<file path="src/hw/lrc_map.vh">
// Register map, field positions and reset values of the ladder reference control block.
`ifndef LRC_MAP_VH
`define LRC_MAP_VH
`define LRC_ADDR_W 8
`define LRC_REF_CTRL_ADDR 8'h9F
`define LRC_REF_CTRL_RESET 8'h00
`define LRC_BIT_POWER 7
`define LRC_BIT_PIN_OE 6
`define LRC_BIT_RANGE_LOW 5
`define LRC_TAP_HI 3
`define LRC_TAP_LO 0
`define LRC_WRITE_MASK 8'hEF
`define LRC_DIR_BIT 2
`define LRC_TAP_TOP_HIGH 6'h08
`define LRC_DEN_LOW 6'h18
`define LRC_DEN_HIGH 6'h20
`endif

</file>
<file path="src/hw/lrc_ladder_reference_control.v">
// Ladder reference control register with Avalon-MM slave and tap mapping outputs.
`include "lrc_map.vh"
module lrc_ladder_reference_control (
   // Clock and reset.
   input wire clk,
   input wire rst,
   // Avalon-MM slave.
   input wire [`LRC_ADDR_W-1:0] avs_address,
   input wire avs_read,
   input wire avs_write,
   input wire [31:0] avs_writedata,
   input wire [3:0] avs_byteenable,
   output wire [31:0] avs_readdata,
   output wire avs_waitrequest,
   output wire [1:0] avs_response,
   // Port A direction register, bit 2 set means the pin is an input.
   input wire [7:0] port_a_direction,
   // Analog ladder controls.
   output wire ladder_power_enable,
   output wire reference_output_pin_connect,
   output wire range_low,
   output wire [3:0] tap_select,
   output wire [5:0] ladder_numerator,
   output wire [5:0] ladder_denominator
);
   // Handshake states.
   localparam [0:0] ST_IDLE = 1'b0;
   localparam [0:0] ST_ANSWER = 1'b1;

   // Avalon-MM response codes.
   localparam [1:0] RESP_OKAY = 2'h0;
   localparam [1:0] RESP_SLAVE_ERROR = 2'h2;

   // Registers.
   reg state_ff;
   reg [7:0] reference_control_ff;
   reg dir_meta_ff;
   reg dir_sync_ff;
   reg [31:0] readdata_ff;
   reg waitrequest_ff;
   reg [1:0] response_ff;
   reg power_enable_ff;
   reg pin_connect_ff;
   reg range_low_ff;
   reg [3:0] tap_select_ff;
   reg [5:0] numerator_ff;
   reg [5:0] denominator_ff;

   // Next values and decodes.
   reg nxt_state;
   reg take;
   reg [7:0] nxt_reference_control;
   reg [31:0] nxt_readdata;
   reg [1:0] nxt_response;
   reg [3:0] nxt_tap;
   reg [5:0] nxt_numerator;
   reg [5:0] nxt_denominator;
   wire hit;
   wire write_take;
   wire read_take;
   wire nxt_waitrequest;
   wire nxt_power_enable;
   wire nxt_pin_connect;
   wire nxt_range_low;

   // Direction comes from another register file, so it passes two flip-flops before any logic reads it.
   always @(posedge clk) begin
      if (rst) begin
         dir_meta_ff <= 1'b0;
         dir_sync_ff <= 1'b0;
      end else begin
         dir_meta_ff <= port_a_direction[`LRC_DIR_BIT];
         dir_sync_ff <= dir_meta_ff;
      end
   end

   // A request is taken only from idle, so a request still held in its answer cycle is not taken twice.
   always @* begin
      nxt_state = state_ff;
      take = 1'b0;
      case (state_ff)
         ST_IDLE: begin
            if (avs_read | avs_write) begin
               take = 1'b1;
               nxt_state = ST_ANSWER;
            end
         end
         ST_ANSWER: begin
            nxt_state = ST_IDLE;
         end
         default: begin
            nxt_state = ST_IDLE;
         end
      endcase
   end

   // Address decode; a write needs the low byte lane because the register lives there.
   assign hit = (avs_address == `LRC_REF_CTRL_ADDR);
   assign write_take = take & avs_write & hit & avs_byteenable[0];
   assign read_take = take & avs_read & hit;

   // Bit 4 has no storage, so it is dropped on the way in and reads back as zero.
   always @* begin
      nxt_reference_control = reference_control_ff;
      if (write_take) begin
         nxt_reference_control = avs_writedata[7:0] & `LRC_WRITE_MASK;
      end
   end

   // Read data and response stand only in the answer cycle and are zero otherwise.
   always @* begin
      nxt_readdata = 32'h0000_0000;
      nxt_response = RESP_OKAY;
      if (read_take) begin
         nxt_readdata = {24'h00_0000, reference_control_ff};
      end
      if (take & ~hit) begin
         nxt_response = RESP_SLAVE_ERROR;
      end
   end

   // The controls follow the value being stored, so a write shows in its own answer cycle.
   assign nxt_waitrequest = ~take;
   assign nxt_power_enable = nxt_reference_control[`LRC_BIT_POWER];
   assign nxt_pin_connect = nxt_reference_control[`LRC_BIT_PIN_OE] & dir_sync_ff;
   assign nxt_range_low = nxt_reference_control[`LRC_BIT_RANGE_LOW];

   // The level is handed over as a fraction of the supply; the high range adds its quarter as 8/32.
   always @* begin
      nxt_tap = nxt_reference_control[`LRC_TAP_HI:`LRC_TAP_LO];
      if (nxt_range_low) begin
         nxt_numerator = {2'h0, nxt_tap};
         nxt_denominator = `LRC_DEN_LOW;
      end else begin
         nxt_numerator = `LRC_TAP_TOP_HIGH + {2'h0, nxt_tap};
         nxt_denominator = `LRC_DEN_HIGH;
      end
   end

   // Handshake state.
   always @(posedge clk) begin
      if (rst) begin
         state_ff <= ST_IDLE;
      end else begin
         state_ff <= nxt_state;
      end
   end

   // Control register.
   always @(posedge clk) begin
      if (rst) begin
         reference_control_ff <= `LRC_REF_CTRL_RESET;
      end else begin
         reference_control_ff <= nxt_reference_control;
      end
   end

   // Waitrequest stays high in reset and idle and drops for the single answer cycle.
   always @(posedge clk) begin
      if (rst) begin
         waitrequest_ff <= 1'b1;
      end else begin
         waitrequest_ff <= nxt_waitrequest;
      end
   end

   // Read data and response of the answer cycle.
   always @(posedge clk) begin
      if (rst) begin
         readdata_ff <= 32'h0000_0000;
         response_ff <= RESP_OKAY;
      end else begin
         readdata_ff <= nxt_readdata;
         response_ff <= nxt_response;
      end
   end

   // Power and range; reset leaves the ladder off and in the high range.
   always @(posedge clk) begin
      if (rst) begin
         power_enable_ff <= 1'b0;
         range_low_ff <= 1'b0;
      end else begin
         power_enable_ff <= nxt_power_enable;
         range_low_ff <= nxt_range_low;
      end
   end

   // Pin connection; reset keeps the reference off the pin.
   always @(posedge clk) begin
      if (rst) begin
         pin_connect_ff <= 1'b0;
      end else begin
         pin_connect_ff <= nxt_pin_connect;
      end
   end

   // Tap select.
   always @(posedge clk) begin
      if (rst) begin
         tap_select_ff <= 4'h0;
      end else begin
         tap_select_ff <= nxt_tap;
      end
   end

   // Level fraction; the reset level is tap zero of the high range.
   always @(posedge clk) begin
      if (rst) begin
         numerator_ff <= `LRC_TAP_TOP_HIGH;
         denominator_ff <= `LRC_DEN_HIGH;
      end else begin
         numerator_ff <= nxt_numerator;
         denominator_ff <= nxt_denominator;
      end
   end

   // Bus outputs.
   assign avs_readdata = readdata_ff;
   assign avs_waitrequest = waitrequest_ff;
   assign avs_response = response_ff;

   // Ladder outputs.
   assign ladder_power_enable = power_enable_ff;
   assign reference_output_pin_connect = pin_connect_ff;
   assign range_low = range_low_ff;
   assign tap_select = tap_select_ff;
   assign ladder_numerator = numerator_ff;
   assign ladder_denominator = denominator_ff;
endmodule // lrc_ladder_reference_control

</file>
<file path="config.mk">
export PLATFORM = sky130hd
export DESIGN_NAME = lrc_ladder_reference_control
export DESIGN_NICKNAME = d
export VERILOG_FILES = /design/src/hw/lrc_ladder_reference_control.v
export VERILOG_INCLUDE_DIRS = /design/src /design/src/hw
export SDC_FILE = /design/constraint.sdc
export NUM_CORES = 1
export LEC_CHECK = 0
export BUFFER_PORTS_ARGS = -buffer_cell sky130_fd_sc_hd__buf_2
export CORE_MARGIN = 3
export CORE_UTILIZATION = 39
export DETAILED_ROUTE_END_ITERATION = 7
export PLACE_DENSITY = 0.89
export SYNTH_ARGS = -nofsm -noshare
export SYNTH_HDL_FRONTEND = slang
export SYNTH_SLANG_ARGS = --single-unit
</file>
<file path="constraint.sdc">
create_clock -name clk -period 2.57 [get_ports clk]
set_input_delay 0.771 -clock clk [delete_from_list [all_inputs] [get_ports clk]]
set_output_delay 0.771 -clock clk [all_outputs]
set_load 0.05 [all_outputs]
</file>
==> metrics.txt <==
# TYPE chip_impl_metric gauge
chip_impl_metric{name="routabilityCongestion",unit=""} 0.754
chip_impl_info{name="hold_path_startpoint",value="dir_meta_ff"} 1
chip_impl_metric{name="cts.sinks",unit=""} 23
chip_impl_metric{name="critical-path-max-stage-delay",unit="ns"} 0.46
chip_impl_info{name="timing.hold.worst.class",value="flop to flop"} 1
chip_impl_metric{name="post-dp-hpwl",unit="mm"} 1.70
chip_impl_info{name="critical_path.top_delay_family",value="flip-flops"} 1
chip_impl_metric{name="syn_avg_cell_area",unit="sq um"} 9.64
chip_impl_metric{name="drc_errors",unit=""} 0
chip_impl_metric{name="grt_remaining_overflow",unit=""} 0
chip_impl_info{name="worst_r2r_startpoint",value="state_ff"} 1
chip_impl_metric{name="synth_cell_type_count",unit=""} 32
chip_impl_metric{name="fin_util",unit="%"} 44.6
chip_impl_metric{name="final.min_clock_period",unit="ns"} 1.85
chip_impl_metric{name="die_height",unit="um"} 61.4
chip_impl_metric{name="drv_cap",unit=""} 0
chip_impl_metric{name="first_global_vias",unit=""} 706
chip_impl_info{name="timing.critical_path.cells",value="buf_2"} 1
chip_impl_metric{name="max_freq",unit="MHz"} 540
chip_impl_metric{name="dieArea",unit="sq um"} 3760
chip_impl_metric{name="design.portCount",unit=""} 110
chip_impl_metric{name="dr_vias",unit=""} 859
chip_impl_metric{name="yosysWarningCount",unit=""} 0
chip_impl_metric{name="ant_nets",unit=""} 0
chip_impl_metric{name="clockBufferDepth",unit=""} 2
chip_impl_metric{name="worst-r2r-setup-slack",unit="ns"} 1.00
chip_impl_metric{name="timing_max_transition_violations_final",unit=""} 0
chip_impl_metric{name="post_synth_inst_count",unit=""} 124
chip_impl_metric{name="largest_voltage_drop_on_the_vdd_net",unit="mV"} 0.291
chip_impl_metric{name="dp_slack",unit="ns"} 0.473
chip_impl_info{name="tritoncts",value="built"} 1
chip_impl_metric{name="postCtsSetupBuffers",unit=""} 0
chip_impl_metric{name="hold_violations",unit=""} 0
chip_impl_metric{name="grt_start_max_net_pins",unit=""} 17
chip_impl_info{name="unrepaired_setup_endpoints_after_global_routing",value="no"} 1
chip_impl_metric{name="fin_skew",unit="ns"} 0.00100
chip_impl_metric{name="period_share",unit="%"} 72.0
chip_impl_metric{name="routed_wire_per_std_cell",unit="um"} 12.3
chip_impl_metric{name="cts_hold_buffers",unit=""} 0
chip_impl_metric{name="finalNetCount",unit=""} 213
chip_impl_metric{name="clock_insertion_delay_worst_skew",unit="ns"} 0.31
chip_impl_metric{name="worst_r2r_path_depth",unit=""} 3
chip_impl_metric{name="fillCellCount",unit=""} 286
chip_impl_metric{name="placeableCoreArea",unit="sq um"} 2830
chip_impl_metric{name="detail_route.wirelength",unit="mm"} 2.30
chip_impl_metric{name="power_leakage",unit="nW"} 0.628
chip_impl_metric{name="first_iter_violations",unit=""} 18
chip_impl_metric{name="ys_ff_latch",unit=""} 23
chip_impl_metric{name="route.detailed.vias_per_inst",unit=""} 4.59
chip_impl_info{name="run_status",value="finished, final reports clean"} 1
chip_impl_metric{name="clock_tree.htree_level_count",unit=""} 1
chip_impl_metric{name="multi_input_comb_area",unit="sq um"} 478
chip_impl_metric{name="ff_latch_area",unit="sq um"} 460
chip_impl_metric{name="floorplan.initialDensity",unit="%"} 42.2
chip_impl_metric{name="timing.hold.worst_path_depth",unit=""} 1
chip_impl_metric{name="io_buffers",unit=""} 44
chip_impl_metric{name="postCtsResizedCells",unit=""} 0
chip_impl_info{name="holdPathEnd",value="dir_sync_ff"} 1
chip_impl_metric{name="synth.cell_area",unit="sq um"} 1190
chip_impl_metric{name="layout-drive-gt1-share",unit="%"} 34.0
chip_impl_metric{name="yosysSeqAreaShare",unit="%"} 38.5
chip_impl_metric{name="grtUsageTotal",unit="%"} 11.2
chip_impl_metric{name="worst_ep_required_time",unit="ns"} 1.80
chip_impl_metric{name="total_power",unit="W"} 0.000677
chip_impl_metric{name="die_x",unit="um"} 61.4
chip_impl_metric{name="fin_setup_tns",unit="ns"} 0
chip_impl_metric{name="powerDensity",unit="nW/um^2"} 536
chip_impl_metric{name="critical_path_arrival",unit="ns"} 1.08
chip_impl_metric{name="grt_first_pass_wirelength",unit="mm"} 3.11
chip_impl_info{name="crit-reg2reg-capture",value="reference_control_ff[5]"} 1
chip_impl_metric{name="area.growth.synth_to_final",unit="%"} 5.65
chip_impl_metric{name="std_cell_rows",unit=""} 19
chip_impl_metric{name="antenna_found_initial",unit=""} 0
chip_impl_metric{name="worst-path-max-fanout",unit=""} 7
chip_impl_info{name="timing.critical_path.to_type",value="output port"} 1
chip_impl_metric{name="cts_inserted_buffers",unit=""} 3
chip_impl_metric{name="worst_path_bufs_invs",unit=""} 1
chip_impl_metric{name="clkSlewWorstSetupHoldPaths",unit="ns"} 0.12
chip_impl_metric{name="timing.final.setup_violations",unit=""} 0
chip_impl_metric{name="firstDrtPassIters",unit=""} 4
chip_impl_info{name="cts-root-buf",value="sky130_fd_sc_hd__clkbuf_4"} 1
chip_impl_info{name="cp-start-kind",value="flop"} 1
chip_impl_info{name="crit_path_top_delay_cell",value="sky130_fd_sc_hd__dfxtp_1"} 1
chip_impl_metric{name="antenna_diode_count",unit=""} 0
chip_impl_metric{name="layout_setup_ws",unit="ns"} 0.719
chip_impl_info{name="timing.setup.critical_path_class",value="flop to output port"} 1
[final cells by class]
cell class | instances | area share [%]
Inverter | 8 | 2.38
Tap cell | 31 | 3.07
Clock buffer | 3 | 1.78
Sequential cell | 23 | 36.5
Multi-Input combinational cell | 76 | 37.9
Timing Repair Buffer | 45 | 18.0
Clock inverter | 1 | 0.396
[power breakdown]
group          switching (W)  total [W]  internal, W
clock               0.000106   0.000164    0.0000581
combinational       0.000130   0.000150    0.0000201
sequential        0.00000176   0.000363     0.000362
total               0.000237   0.000677     0.000440
[worst max path at each step]
stage	endpoint	slack (ns)	depth (start not counted)	startpoint
5_1_grt	range_low	0.66	1	reference_control_ff[5]
4_1_cts	ladder_denominator[3]	0.71	1	reference_control_ff[5]
3_5_place_dp	reference_control_ff[5]	0.47	4	avs_address[6]
3_3_place_gp	reference_control_ff[5]	0.48	4	avs_address[6]
6_report	range_low	0.72	1	reference_control_ff[5]
2_1_floorplan	ladder_denominator[3]	0.79	1	reference_control_ff[5]
[layout by cell type (no fill, tap or decap)]
cell and count:
sky130_fd_sc_hd__a21oi_1 1, sky130_fd_sc_hd__a311oi_1 7, sky130_fd_sc_hd__a31o_1 6, sky130_fd_sc_hd__a41o_1 1, sky130_fd_sc_hd__and2_1 1, sky130_fd_sc_hd__and3_4 1
sky130_fd_sc_hd__and3b_1 1, sky130_fd_sc_hd__and4_1 1, sky130_fd_sc_hd__and4bb_2 1, sky130_fd_sc_hd__buf_2 44, sky130_fd_sc_hd__buf_4 1, sky130_fd_sc_hd__clkbuf_4 3
sky130_fd_sc_hd__clkinv_2 1, sky130_fd_sc_hd__conb_1 30, sky130_fd_sc_hd__dfxtp_1 23, sky130_fd_sc_hd__inv_1 8, sky130_fd_sc_hd__mux2_2 1, sky130_fd_sc_hd__mux2i_1 1
sky130_fd_sc_hd__nand2_1 1, sky130_fd_sc_hd__nand4_1 3, sky130_fd_sc_hd__nand4bb_1 1, sky130_fd_sc_hd__nor2_1 1, sky130_fd_sc_hd__nor2b_1 4, sky130_fd_sc_hd__nor3_1 1
sky130_fd_sc_hd__nor3b_1 1, sky130_fd_sc_hd__nor4_1 6, sky130_fd_sc_hd__o211ai_1 1, sky130_fd_sc_hd__o21ai_0 1, sky130_fd_sc_hd__o41ai_2 1, sky130_fd_sc_hd__or3b_1 1
sky130_fd_sc_hd__xnor2_1 1, sky130_fd_sc_hd__xor2_1 1
[Yosys cell counts (all sizes together)]
| cell type | number | area (sq um) |
|---|---|---|
| a21oi | 1 | 5.00 |
| o21ai | 1 | 5.00 |
| and2 | 1 | 6.26 |
| xnor2 | 1 | 8.76 |
| or3b | 1 | 8.76 |
| and3 | 1 | 11.3 |
| and3b | 1 | 8.76 |
| nor3 | 1 | 5.00 |
| nor3b | 1 | 7.51 |
| nor4 | 6 | 37.5 |
| nand4 | 3 | 18.8 |
| buf | 42 | 320 |
| o211ai | 1 | 7.51 |
| dfxtp | 23 | 460 |
| mux2i | 1 | 10.0 |
| nand4bb | 1 | 11.3 |
| clkbuf | 4 | 15.0 |
| a41o | 1 | 10.0 |
| nor2b | 4 | 25.0 |
| inv | 8 | 30.0 |
| and4bb | 1 | 12.5 |
| a311oi | 7 | 61.3 |
| and4 | 1 | 8.76 |
| o41ai | 1 | 16.3 |
| mux2 | 1 | 11.3 |
| a31o | 6 | 52.6 |
| nor2 | 1 | 3.75 |
| xor2 | 1 | 8.76 |
| conb | 1 | 3.75 |
| nand2 | 1 | 3.75 |
[flip-flops by register name (all words and copies together), names as in the netlist]
register	flops
avs_waitrequest	1
ladder_numerator	2
state_ff	1
dir_sync_ff	1
reference_control_ff	7
avs_response	1
reference_output_pin_connect	1
dir_meta_ff	1
ladder_denominator	1
avs_readdata	7
[cell families (layout without fill, tap and decap cells)]
kind of cell,Yosys count,in the layout,synth area share (%)
buf+inv,54,57,30.6
mux,2,2,1.78
xor+xnor,2,2,1.47
other cells,1,30,0.314
compound gates,18,18,13.2
flops,23,23,38.5
simple gates,24,24,14.1
[layer usage]
layer / up-vias / GRT usage [%] / share of wire, %
li1: 429 / - / -
met1: 380 / 13.5 / 44
met2: 48 / 18.7 / 44
met3: 2 / 4.40 / 11
met4: 0 / 2.73 / 0.48
met5: - / 0 / 0
[through the flow]
step / cell area [sq um] / hold slack [ns] / instances
global placement: 1230 / 0.418 / 183
finish: 1260 / 0.453 / 187
detailed placement: 1230 / 0.431 / 183
floorplan: 1300 / 0.414 / 153
global route: 1260 / 0.481 / 187
CTS: 1260 / 0.459 / 187
Note: power is estimated with default switching activity, not from simulation.
